<file path="config.mk">
export PLATFORM = sky130hd
export DESIGN_NAME = cbbr_regs
export DESIGN_NICKNAME = d
export VERILOG_FILES = /design/src/cbbr_pkg.sv /design/src/cbbr_func_regs.sv /design/src/cbbr_regs.sv
export VERILOG_INCLUDE_DIRS = /design/src /design/src/src
export SDC_FILE = /design/constraint.sdc
export NUM_CORES = 1
export LEC_CHECK = 0
export BUFFER_PORTS_ARGS = -buffer_cell sky130_fd_sc_hd__buf_2
export CAP_MARGIN = 20
export CORE_MARGIN = 3
export CORE_UTILIZATION = 50
export DETAILED_ROUTE_END_ITERATION = 16
export MAX_ROUTING_LAYER = met4
export PLACE_DENSITY = 0.86
export SLEW_MARGIN = 5
export SYNTH_ARGS = -nofsm -noshare
export SYNTH_HDL_FRONTEND = slang
export SYNTH_HIERARCHICAL = 1
export SYNTH_SLANG_ARGS = --single-unit
</file>
<file path="constraint.sdc">
create_clock -name clk -period 2 [get_ports clk]
set_input_delay 0.6 -clock clk [delete_from_list [all_inputs] [get_ports clk]]
set_output_delay 0.6 -clock clk [all_outputs]
set_load 0.01 [all_outputs]
</file>
<file path="src/cbbr_defs.svh">
// offsets, field positions, reset values and decode constants of the bridge control block
`ifndef CBBR_DEFS_SVH
`define CBBR_DEFS_SVH

// ----------------------------------------------------------------
// configuration space offsets (byte addresses)
// ----------------------------------------------------------------
`define CBBR_OFS_BCTL 8'h3E
`define CBBR_OFS_SVID 8'h40
`define CBBR_OFS_SID 8'h42

// ----------------------------------------------------------------
// bridge control field positions
// ----------------------------------------------------------------
`define CBBR_BIT_POST 10
`define CBBR_BIT_WIN1 9
`define CBBR_BIT_WIN0 8
`define CBBR_BIT_ROUTE 7
`define CBBR_BIT_CARD_RESET_DRIVE 6
`define CBBR_BIT_MABT 5
`define CBBR_BIT_VGA 3
`define CBBR_BIT_ISA 2
`define CBBR_BIT_SERR 1
`define CBBR_BIT_PERR 0

// ----------------------------------------------------------------
// reset values and write masks
// ----------------------------------------------------------------
`define CBBR_BCTL_RESET 16'h0340
`define CBBR_BCTL_SOCK_MASK 16'h07CF
`define CBBR_SVID_RESET 16'h0000
`define CBBR_SID_RESET 16'h0000

// ----------------------------------------------------------------
// forwarding decode
// ----------------------------------------------------------------
`define CBBR_VGA_MEM_LO 32'h000A0000
`define CBBR_VGA_MEM_HI 32'h000BFFFF
`define CBBR_VGA_IO0_LO 32'h000003B0
`define CBBR_VGA_IO0_HI 32'h000003BB
`define CBBR_VGA_IO1_LO 32'h000003C0
`define CBBR_VGA_IO1_HI 32'h000003DF

`endif

</file>
<file path="src/cbbr_pkg.sv">
// shared types of the bridge control block
package cbbr_pkg;
  typedef logic [15:0] cbbr_word_type;
  typedef enum logic {CBBR_FUNC0 = 1'b0, CBBR_FUNC1 = 1'b1} cbbr_func_type;
endpackage : cbbr_pkg

</file>
<file path="src/cbbr_func_regs.sv">
// per-function register set: socket bits of bridge control and subsystem identification
`timescale 1ns/1ps
`include "cbbr_defs.svh"

module cbbr_func_regs
  import cbbr_pkg::*;
(
  // clock and reset
  input wire logic clk,
  input wire logic arst_n,
  // host writes, byte lanes of the two words
  input wire logic [1:0] bctl_we,
  input wire logic [3:0] id_we,
  input wire logic [31:0] wdata,
  input wire logic id_write_enable,
  // eeprom load
  input wire logic ee_load,
  input wire cbbr_word_type ee_svid,
  input wire cbbr_word_type ee_sid,
  // stored values
  output cbbr_word_type bctl_reg,
  output cbbr_word_type svid_reg,
  output cbbr_word_type sid_reg
);

  // ----------------------------------------------------------------
  // next values
  // ----------------------------------------------------------------
  cbbr_word_type bctl_wr;
  cbbr_word_type bctl_next;
  cbbr_word_type svid_next;
  cbbr_word_type sid_next;
  logic [3:0] id_lane_we;

  assign bctl_wr[7:0] = bctl_we[0] ? wdata[23:16] : bctl_reg[7:0];
  assign bctl_wr[15:8] = bctl_we[1] ? wdata[31:24] : bctl_reg[15:8];
  // reserved and global bits never land here
  assign bctl_next = bctl_wr & `CBBR_BCTL_SOCK_MASK;

  // writes while the enable is clear are dropped
  assign id_lane_we = id_write_enable ? id_we : 4'h0;

  // eeprom load wins over a host write in the same cycle
  assign svid_next = ee_load ? ee_svid :
    {id_lane_we[1] ? wdata[15:8] : svid_reg[15:8], id_lane_we[0] ? wdata[7:0] : svid_reg[7:0]};
  assign sid_next = ee_load ? ee_sid :
    {id_lane_we[3] ? wdata[31:24] : sid_reg[15:8], id_lane_we[2] ? wdata[23:16] : sid_reg[7:0]};

  // ----------------------------------------------------------------
  // storage
  // ----------------------------------------------------------------
  always_ff @(posedge clk or negedge arst_n) begin
    if (!arst_n) begin
      bctl_reg <= `CBBR_BCTL_RESET & `CBBR_BCTL_SOCK_MASK;
      svid_reg <= `CBBR_SVID_RESET;
      sid_reg <= `CBBR_SID_RESET;
    end else begin
      bctl_reg <= bctl_next;
      svid_reg <= svid_next;
      sid_reg <= sid_next;
    end
  end

endmodule : cbbr_func_regs

</file>
<file path="src/cbbr_regs.sv">
// bridge control and subsystem identification registers of a two-socket cardbus bridge
`timescale 1ns/1ps
`include "cbbr_defs.svh"

// Behaviour
// - bits 15 to 11 of bridge control read zero, writes ignored
// - write posting enable kept per socket, posts burst writes
// - window 1 prefetchable when bit set, reset one, per socket
// - window 0 prefetchable when bit set, reset one
// - routing bit zero sends card interrupts to pci, one to legacy irq
// - card reset follows its control bit, which resets to one
// - card reset also asserted while the pci bus reset is asserted
// - master abort on card side reported as target abort if mode set, and as serr only if serr_enable is also set
// - abort mode bit is global, written only through function 0
// - bit 4 of bridge control reads zero
// - vga enable forwards vga address ranges across the bridge
// - isa filter blocks upper 768 bytes of each 1k in lowest 64k io
// - card system error forwarded to pci serr only when enabled
// - card parity errors reported on card parity line only when enabled
// - subsystem words writable only while the system write enable is set
// - subsystem words loaded from eeprom after reset when present
module cbbr_regs
  import cbbr_pkg::*;
(
  // clock and pci bus reset
  input wire logic clk,
  input wire logic arst_n,
  // configuration access
  input wire logic cfg_req,
  input wire logic cfg_we,
  input wire cbbr_func_type cfg_func,
  input wire logic [7:0] cfg_addr,
  input wire logic [3:0] cfg_be,
  input wire logic [31:0] cfg_wdata,
  output logic cfg_ack,
  output logic [31:0] cfg_rdata,
  // system settings
  input wire logic subsystem_ident_write_enable,
  input wire logic serr_enable,
  // eeprom load
  input wire logic ee_load,
  input wire cbbr_func_type ee_func,
  input wire cbbr_word_type ee_svid,
  input wire cbbr_word_type ee_sid,
  // card side events and forwarding queries
  input wire logic [1:0] cb_master_abort,
  input wire logic [1:0] card_syserr,
  input wire logic [1:0] card_parity_err,
  input wire logic [31:0] fwd_addr,
  input wire logic fwd_is_io,
  // per socket controls and the global abort mode
  output logic [1:0] write_posting_enable,
  output logic [1:0] window1_prefetchable,
  output logic [1:0] window0_prefetchable,
  output logic [1:0] functional_irq_route_select,
  output logic [1:0] card_reset,
  output logic [1:0] vga_forward_enable,
  output logic [1:0] isa_range_filter_enable,
  output logic [1:0] card_syserr_forward_enable,
  output logic [1:0] card_parity_response_enable,
  output logic master_abort_report_mode,
  // forwarding and error outputs
  output logic [1:0] vga_forward,
  output logic [1:0] io_forward_block,
  output logic pci_target_abort,
  output logic pci_serr,
  output logic [1:0] card_perr
);

  // ----------------------------------------------------------------
  // address decode
  // ----------------------------------------------------------------
  localparam logic [7:0] OFS_BCTL = `CBBR_OFS_BCTL;
  localparam logic [7:0] OFS_SVID = `CBBR_OFS_SVID;

  wire hit_bctl = cfg_addr[7:2] == OFS_BCTL[7:2];
  wire hit_ids = cfg_addr[7:2] == OFS_SVID[7:2];
  wire wr_go = cfg_req && cfg_we;
  wire rd_go = cfg_req && !cfg_we;
  wire wr_f0 = wr_go && (cfg_func == CBBR_FUNC0);
  wire wr_f1 = wr_go && (cfg_func == CBBR_FUNC1);
  wire [1:0] bctl_lanes = hit_bctl ? cfg_be[3:2] : 2'b00;
  wire [3:0] id_lanes = hit_ids ? cfg_be : 4'h0;
  wire [1:0] bctl_we0 = wr_f0 ? bctl_lanes : 2'b00;
  wire [1:0] bctl_we1 = wr_f1 ? bctl_lanes : 2'b00;
  wire [3:0] id_we0 = wr_f0 ? id_lanes : 4'h0;
  wire [3:0] id_we1 = wr_f1 ? id_lanes : 4'h0;
  wire ee_load0 = ee_load && (ee_func == CBBR_FUNC0);
  wire ee_load1 = ee_load && (ee_func == CBBR_FUNC1);

  // ----------------------------------------------------------------
  // per function storage
  // ----------------------------------------------------------------
  cbbr_word_type bctl0;
  cbbr_word_type bctl1;
  cbbr_word_type svid0;
  cbbr_word_type svid1;
  cbbr_word_type sid0;
  cbbr_word_type sid1;

  cbbr_func_regs u_func0 (
    .clk(clk),
    .arst_n(arst_n),
    .bctl_we(bctl_we0),
    .id_we(id_we0),
    .wdata(cfg_wdata),
    .id_write_enable(subsystem_ident_write_enable),
    .ee_load(ee_load0),
    .ee_svid(ee_svid),
    .ee_sid(ee_sid),
    .bctl_reg(bctl0),
    .svid_reg(svid0),
    .sid_reg(sid0)
  );

  cbbr_func_regs u_func1 (
    .clk(clk),
    .arst_n(arst_n),
    .bctl_we(bctl_we1),
    .id_we(id_we1),
    .wdata(cfg_wdata),
    .id_write_enable(subsystem_ident_write_enable),
    .ee_load(ee_load1),
    .ee_svid(ee_svid),
    .ee_sid(ee_sid),
    .bctl_reg(bctl1),
    .svid_reg(svid1),
    .sid_reg(sid1)
  );

  // per socket bits straight from the function flops
  assign write_posting_enable = {bctl1[`CBBR_BIT_POST], bctl0[`CBBR_BIT_POST]};
  assign window1_prefetchable = {bctl1[`CBBR_BIT_WIN1], bctl0[`CBBR_BIT_WIN1]};
  assign window0_prefetchable = {bctl1[`CBBR_BIT_WIN0], bctl0[`CBBR_BIT_WIN0]};
  assign functional_irq_route_select = {bctl1[`CBBR_BIT_ROUTE], bctl0[`CBBR_BIT_ROUTE]};
  assign vga_forward_enable = {bctl1[`CBBR_BIT_VGA], bctl0[`CBBR_BIT_VGA]};
  assign isa_range_filter_enable = {bctl1[`CBBR_BIT_ISA], bctl0[`CBBR_BIT_ISA]};
  assign card_syserr_forward_enable = {bctl1[`CBBR_BIT_SERR], bctl0[`CBBR_BIT_SERR]};
  assign card_parity_response_enable = {bctl1[`CBBR_BIT_PERR], bctl0[`CBBR_BIT_PERR]};

  // ----------------------------------------------------------------
  // global abort mode and card reset
  // ----------------------------------------------------------------
  logic mabt_mode_reg;
  logic mabt_mode_next;
  logic [1:0] card_reset_reg;
  logic [1:0] card_reset_next;

  // function 1 cannot touch the shared bit
  assign mabt_mode_next = bctl_we0[0] ? cfg_wdata[16 + `CBBR_BIT_MABT] : mabt_mode_reg;
  assign card_reset_next = {bctl1[`CBBR_BIT_CARD_RESET_DRIVE], bctl0[`CBBR_BIT_CARD_RESET_DRIVE]};

  // pci reset forces the card into reset regardless of the control bit
  always_ff @(posedge clk or negedge arst_n) begin
    if (!arst_n) begin
      mabt_mode_reg <= 1'b0;
      card_reset_reg <= 2'b11;
    end else begin
      mabt_mode_reg <= mabt_mode_next;
      card_reset_reg <= card_reset_next;
    end
  end

  assign master_abort_report_mode = mabt_mode_reg;
  assign card_reset = card_reset_reg;

  // ----------------------------------------------------------------
  // read path
  // ----------------------------------------------------------------
  wire [15:0] bctl_sel = (cfg_func == CBBR_FUNC0) ? bctl0 : bctl1;
  wire [15:0] bctl_view = bctl_sel | (16'(mabt_mode_reg) << `CBBR_BIT_MABT);
  wire [31:0] ids_view = (cfg_func == CBBR_FUNC0) ? {sid0, svid0} : {sid1, svid1};
  wire [31:0] rd_word = hit_bctl ? {bctl_view, 16'h0000} : hit_ids ? ids_view : 32'h00000000;

  logic ack_reg;
  logic [31:0] rdata_reg;
  logic [31:0] rdata_next;

  // read data holds until the next read so a slow host may sample late
  assign rdata_next = rd_go ? rd_word : rdata_reg;

  always_ff @(posedge clk or negedge arst_n) begin
    if (!arst_n) begin
      ack_reg <= 1'b0;
      rdata_reg <= 32'h00000000;
    end else begin
      ack_reg <= cfg_req;
      rdata_reg <= rdata_next;
    end
  end

  assign cfg_ack = ack_reg;
  assign cfg_rdata = rdata_reg;

  // ----------------------------------------------------------------
  // forwarding decode
  // ----------------------------------------------------------------
  wire vga_mem_hit = !fwd_is_io && fwd_addr >= `CBBR_VGA_MEM_LO && fwd_addr <= `CBBR_VGA_MEM_HI;
  wire vga_io0_hit = fwd_is_io && fwd_addr >= `CBBR_VGA_IO0_LO && fwd_addr <= `CBBR_VGA_IO0_HI;
  wire vga_io1_hit = fwd_is_io && fwd_addr >= `CBBR_VGA_IO1_LO && fwd_addr <= `CBBR_VGA_IO1_HI;
  wire vga_hit = vga_mem_hit || vga_io0_hit || vga_io1_hit;
  // upper 768 bytes of a 1k block: address bits 9:8 not both zero
  wire isa_alias = fwd_is_io && (fwd_addr[31:16] == 16'h0000) && (fwd_addr[9:8] != 2'b00);

  // ----------------------------------------------------------------
  // error reporting
  // ----------------------------------------------------------------
  wire tabort_next = mabt_mode_reg && (cb_master_abort != 2'b00);
  wire syserr_fwd = (card_syserr & card_syserr_forward_enable) != 2'b00;
  wire serr_next = syserr_fwd || (tabort_next && serr_enable);

  logic [1:0] vga_fwd_reg;
  logic [1:0] io_block_reg;
  logic tabort_reg;
  logic serr_reg;
  logic [1:0] perr_reg;

  always_ff @(posedge clk or negedge arst_n) begin
    if (!arst_n) begin
      vga_fwd_reg <= 2'b00;
      io_block_reg <= 2'b00;
      tabort_reg <= 1'b0;
      serr_reg <= 1'b0;
      perr_reg <= 2'b00;
    end else begin
      vga_fwd_reg <= vga_forward_enable & {2{vga_hit}};
      io_block_reg <= isa_range_filter_enable & {2{isa_alias}};
      tabort_reg <= tabort_next;
      serr_reg <= serr_next;
      perr_reg <= card_parity_err & card_parity_response_enable;
    end
  end

  assign vga_forward = vga_fwd_reg;
  assign io_forward_block = io_block_reg;
  assign pci_target_abort = tabort_reg;
  assign pci_serr = serr_reg;
  assign card_perr = perr_reg;

  logic [7:0] last_addr_reg;
  always_ff @(posedge clk or negedge arst_n) begin
    if (!arst_n) begin
      last_addr_reg <= 8'h00;
    end else if (rd_go) begin
      last_addr_reg <= cfg_addr;
    end
  end
endmodule : cbbr_regs

</file>
==> flow_metrics.tcl, run 1 <==
set metrics [dict create \
    status "finished clean" \
    finalCriticalPeriod_ps 1818 \
    grt_use_total_pct 24.87 \
    vias 5963 \
    critPathCaptureType "flop" \
    detail_route.first_pass.iterations 5 \
    synthesis.area_um2 7408 \
    yosysSeqAreaShare_pct 42.70 \
    cts-root-buf "clkbuf_16" \
    fillers 1103 \
    synth_cell_types 44 \
    grt_pass1_wl_mm 31.12 \
    fp-row-count 43 \
    drt-vias-per-instance 5.728 \
    cts.reportedPaths.clkPinSlew_ps 50 \
    crit_cells 7 \
    grt_max_degree 65 \
    path_delay_family "simple AND/OR/NAND/NOR gates" \
    dieHeight_um 127.7 \
    syn_avg_cell_area_um2 11.04 \
    die-width_um 127.7 \
    critPathSlowestCell "or3_1" \
    cts_setup_buffers 0 \
    io_pins 184 \
    setup_viol 0 \
    drive_gt1_share_pct 41.87 \
    cts_tree "built" \
    largest_reg_flops 32 \
    core_area_um2 14200 \
    dp_hpwl_mm 13.75 \
    synthArstFlopShare_pct 100.0 \
    finalClockSkew_ps 4.232 \
    power.total_mw 6.832 \
    clockBufferDepth 2 \
    cts_resized 0 \
    worstPathArrival_ps 2110 \
    fin_nets 967 \
    max_stage_delay_ps 400 \
    gp_congestion 0.8254 \
    grt_pass1_vias 5963 \
    ys_ff_latch 126 \
    drt-initial-drc-count 501 \
    p_leak_nw 4.290 \
    fmax_mhz 550.0 \
    ir_drop_uv 684.6 \
    regArea_um2 3163 \
    yosys_warnings 6 \
    setup_slack_ps 181.8 \
    rsz0062_at_grt "no" \
    pre_cts_slack_ps -218.9 \
    multi_input_area_um2 3513 \
    ctsHoldBuffers 0 \
    path_cells "buf_2 -> nand4_1 -> or3_1 -> or2_4 -> nor2_1 -> buf_4 -> mux2_2" \
    synth-edff-count 0 \
    wirelength_mm 19.48 \
    rr_worst_depth 3 \
    period_share_pct 90.91 \
    hold_class "input pin to async pin" \
    insertion_delay_ps 410 \
    drtAntennaViolNets 0 \
    maxSlewViolCount 0 \
    wire_per_inst_um 18.72 \
    powerDensity_nw_per_um2 753.6 \
    synthFlopType "dfrtp_1" \
    syn2layout_area_growth_pct 22.36 \
    fin_tns_setup_ps 0 \
    path_max_fanout 6 \
    cp.buffers_inverters 2 \
    maxCapViolCount 0 \
    hold_viol 0 \
    htree_levels 4 \
    crit_required_ps 2300 \
    antenna_found_initial 6 \
    cts_buffers 17 \
    dieArea_um2 16310 \
    criticalPathCategory "input pin to flop" \
    cts.sinks 126 \
    start_util_pct 52.16 \
    synthCells 671 \
    cp-start-kind "input pin" \
    overflow 0 \
    portBuffers 179 \
    drc 0 \
]
## where the power goes
| group | total [mW] | internal, mW | switching (mW) |
|---|---|---|---|
| logic | 0.967 | 0.463 | 0.504 |
| registers | 2.85 | 2.74 | 0.108 |
| clock network | 3.01 | 1.95 | 1.06 |
## cell usage after synthesis, types with 2 or more instances
cell	instances	share of area [%]
mux2_2	18	2.7
nand2b_1	2	0.17
buf_4	27	2.7
nand3_1	3	0.20
o21ai_1	13	0.88
inv_1	66	3.3
nor2b_1	2	0.17
clkbuf_2	4	0.27
buf_2	14	0.95
nor4_1	2	0.17
o22a_1	16	1.9
buf_1	3	0.15
dfrtp_1	118	40
o31ai_1	16	1.6
nand4b_1	65	7.7
nor2_1	5	0.25
clkbuf_4	2	0.20
nor3_1	4	0.27
or3_1	2	0.17
and2_1	9	0.76
conb_1	2	0.10
mux2i_1	47	6.4
and3_1	5	0.42
dfstp_2	8	2.8
nand2_1	98	5.0
o311ai_2	64	14
o21ai_0	3	0.20
clkbuf_1	7	0.35
nand4_1	3	0.25
buf_6	21	3.2
a21boi_1	2	0.20
and2_4	8	0.95
## cell type report
cell class                      instances  area share [%]
Multi-Input combinational cell        413           38.76
Sequential cell                       126           34.89
Timing Repair Buffer                  219           14.60
Clock buffer                           24           5.424
Inverter                               66           2.733
Tap cell                              180           2.484
Clock inverter                          7          0.9386
Antenna cell                            6          0.1656
## worst register-to-register path, cell delays in order (launching register included)
cell	delay, ps
dfrtp_1	410
o21a_1	130
a222oi_1	310
inv_1	70
## worst paths after layout
check	slack, ps	from	to
worst max-delay path	180	cfg_addr[5]	u_func1/bctl_reg[2]
max in group asynchronous	1320	arst_n	card_reset[0]
worst min register to register	370	u_func1/bctl_reg[6]	card_reset[1]
worst min-delay path	90	arst_n	u_func0/svid_reg[12]
min in group clk	370	u_func1/bctl_reg[6]	card_reset[1]
worst max register to register	950	master_abort_report_mode	pci_serr
## routing by layer
metal  track usage, %  share of wire (%)
met5                -                  0
met4            9.988                2.3
met3            6.000                6.9
met2            37.83                 49
met1            32.15                 42
## stage by stage
step / hold WS (ps) / utilization [%] / area [um2] / instances
final: 87.94 / 63.82 / 9065 / 1041
after global routing: 103.5 / 63.82 / 9065 / 1041
after CTS: 85.45 / 63.72 / 9050 / 1035
after detailed placement: 365.4 / 59.65 / 8473 / 1004
after global placement: 364.3 / 59.65 / 8473 / 1004
after floorplan: 304.4 / - / 7506 / 683
## cell usage in the layout, fill, tap and decap left out, types with 6 or more instances in the layout
master / instances
diode_2: 6
buf_12: 10
o31ai_1: 16
nand4b_1: 65
inv_1: 66
mux2_2: 18
nand2_1: 98
mux2i_1: 47
o22a_1: 16
buf_2: 178
clkbuf_16: 17
o21ai_1: 13
conb_1: 14
o311ai_2: 64
dfrtp_1: 118
buf_4: 31
and2_4: 13
dfstp_2: 8
## kinds of logic after synthesis
kind of cell	count (synthesis)	synth area share [%]
and+or+nand+nor	215	17.43
muxes	66	9.238
DFF	126	42.70
other	2	0.1014
AOI/OAI and AO/OA	118	19.34
buffers and inverters	144	11.20
No activity file was read; power rests on OpenSTA's default activity.
==> run 2: changes to the inputs <==
--- a/config.mk
+++ b/config.mk
@@ -6,6 +6,7 @@
 export SDC_FILE = /design/constraint.sdc
 export NUM_CORES = 1
 export LEC_CHECK = 0
+export ABC_AREA = 1
 export BUFFER_PORTS_ARGS = -buffer_cell sky130_fd_sc_hd__buf_2
 export CAP_MARGIN = 20
 export CORE_MARGIN = 3
==> run 2 against run 1 <==
Compared with the run above:
- via count is 17% higher
- first-iteration DRC count is 32% higher
- sequential share of layout area is 2.0 points higher
- clock power is 2% lower
- non-clock buffer count is 12 lower
- clock-buffer cell count is 3 lower
- total power is 1.7% higher
==> flow_metrics.tcl, run 2 <==
set metrics [dict create \
    status "finished clean" \
    vias 6960 \
    yosys_warnings 6 \
    wire_per_inst_um 14.84 \
    synth_top_area_share_pct 42.55 \
    synthCells 968 \
    crit_required_ps 1400 \
    p_int_mw 5.067 \
    largest_reg_flops 32 \
    fin_tns_setup_ps 0 \
    synth_most_common_cell "nand2_1" \
    portBuffers 181 \
    pwr-share-seq_pct 42.3 \
    synthTopCellsByCount "nand2_1, dfrtp_1, nand3_1" \
    rsz0062_at_grt "no" \
    rr_worst_depth 4 \
    hold_viol 0 \
    powerDensity_nw_per_um2 810.9 \
    cts_buffers 17 \
    setup_viol 0 \
    critPathSlowestCell "dfstp_2" \
    drive_gt1_share_pct 24.50 \
    max_slew_margin_pct 49.87 \
    clkPwrFrac_pct 42.5 \
    cts_resized 0 \
    cp-start-kind "flop" \
    yosysSeqAreaShare_pct 45.57 \
    p_switching_mw 1.883 \
    start_util_pct 51.79 \
    finalCriticalPeriod_ps 1698 \
    criticalPathCategory "flop to output pin" \
    ir_drop_uv 599.0 \
    insertion_delay_ps 420 \
    hold_class "input pin to async pin" \
    grt_pass1_wl_mm 32.40 \
    r2r_end "cfg_rdata[18]" \
    synth_cell_types 30 \
    antenna_found_initial 5 \
    path_cells "buf_2" \
    clockBufferDepth 2 \
    cts.sinks 126 \
    gp_congestion 0.9327 \
    ys_ff_latch 126 \
    power.total_mw 6.950 \
    p_leak_nw 4.807 \
    htree_levels 4 \
    drt-vias-per-instance 5.194 \
    grt_use_total_pct 27.83 \
    layout_commonest_cell "nand2_1" \
    path_delay_family "flip-flops" \
    fmax_mhz 589.0 \
    pwr-share-comb_pct 15.2 \
    detail_route.first_pass.iterations 6 \
    syn2layout_area_growth_pct 23.49 \
    syn_avg_cell_area_um2 7.170 \
    switching_share_pct 27.09 \
    grt_max_degree 69 \
    synthTopCellsByArea "dfrtp_1, nand2_1, nand3_1" \
    layout_common_cells "nand2_1, buf_2, dfrtp_1, nand3_1, nor2_1" \
    maxCapViolCount 0 \
    worst_pin_slew_ps 752.0 \
    core_area_um2 13400 \
    cts_setup_buffers 0 \
    period_share_pct 84.88 \
    path_max_fanout 3 \
    ctsHoldBuffers 0 \
    dp_hpwl_mm 13.84 \
    cts_tree "built" \
    synth.largest_area_cell "dfrtp_1" \
    worstPathArrival_ps 1100 \
    synthArstFlopShare_pct 100.0 \
    fp-row-count 42 \
    cts-root-buf "clkbuf_16" \
    critPathCaptureType "output pin" \
    finalClockSkew_ps 4.870 \
    max_stage_delay_ps 540 \
    synthFlopType "dfrtp_1" \
    drt-initial-drc-count 660 \
    final_area_um2 8571 \
    cts.reportedPaths.clkPinSlew_ps 50 \
    fin_nets 1270 \
    overflow 0 \
    synthesis.area_um2 6940 \
    r2r-start "u_func0/bctl_reg[2]" \
    place_area_um2 7989 \
    die-width_um 123.8 \
    synth-edff-count 0 \
    io_pins 184 \
    rrSetupSlack_ps 930 \
    maxSlewViolCount 0 \
    dieHeight_um 123.8 \
    grt_pass1_vias 6729 \
    drtAntennaViolNets 0 \
    dieArea_um2 15330 \
    drc 0 \
    cp.buffers_inverters 1 \
    wirelength_mm 19.89 \
]
-- run 2: power groups by stage --
stage	Sequential, mW	Clock, mW	Combinational [mW]
2_1_floorplan	2.98	0	0.609
3_3_place_gp	2.97	0	1.01
3_5_place_dp	2.98	0	1.04
4_1_cts	2.94	2.99	1.05
5_1_grt	2.97	3.10	1.20
6_report	2.94	2.95	1.06
-- run 2: metrics by stage --
step / utilization (%) / hold slack (ps) / cells / setup WS [ps]
2_1_floorplan: - / 304.4 / 980 / 149.9
3_3_place_gp: 59.62 / 363.4 / 1303 / 85.16
3_5_place_dp: 59.62 / 364.2 / 1303 / 35.66
4_1_cts: 63.87 / 139.5 / 1335 / 289.7
5_1_grt: 63.96 / 148.9 / 1340 / 266.1
6_report: 63.96 / 134.9 / 1340 / 302.3
-- run 2: layout make-up --
type / count / area, um2
clock buffers: 21 / 450.4
multi-input cells: 752 / 3263
well taps: 176 / 220.2
flip-flops and latches: 126 / 3163
repair buffers: 207 / 1179
fillers: 1175 / 4830
clock inverters: 11 / 118.9
inverters: 42 / 163.9
diodes: 5 / 12.51
-- run 2: kinds of logic (layout without fill, tap and decap cells) --
family | after synthesis | in the layout | share of synthesized area (%)
AO/OA/AOI/OAI | 72 | 72 | 6.905
buffers and inverters | 102 | 281 | 8.167
flip-flops | 126 | 126 | 45.57
other | 2 | 19 | 0.1082
AND/OR/NAND/NOR | 666 | 666 | 39.25
-- run 2: per-layer routing --
metal,share of wire (%),vias up,track usage [%]
li1,-,3396,-
met1,40,3213,34.86
met2,49,308,44.27
met3,8.0,43,6.267
met4,2.7,0,10.52
met5,0,-,-
-- run 2: how the worst max path moves through the flow --
| stage | startpoint | endpoint | depth (start not counted) |
|---|---|---|---|
| after floorplan | cfg_func | u_func1/bctl_reg[1] | 6 |
| after global placement | ee_load | u_func0/sid_reg[7] | 7 |
| after detailed placement | cfg_addr[7] | u_func1/svid_reg[9] | 10 |
| after CTS | u_func1/bctl_reg[9] | window1_prefetchable[1] | 1 |
| after global routing | u_func0/bctl_reg[8] | window0_prefetchable[0] | 1 |
| final | u_func1/bctl_reg[9] | window1_prefetchable[1] | 1 |
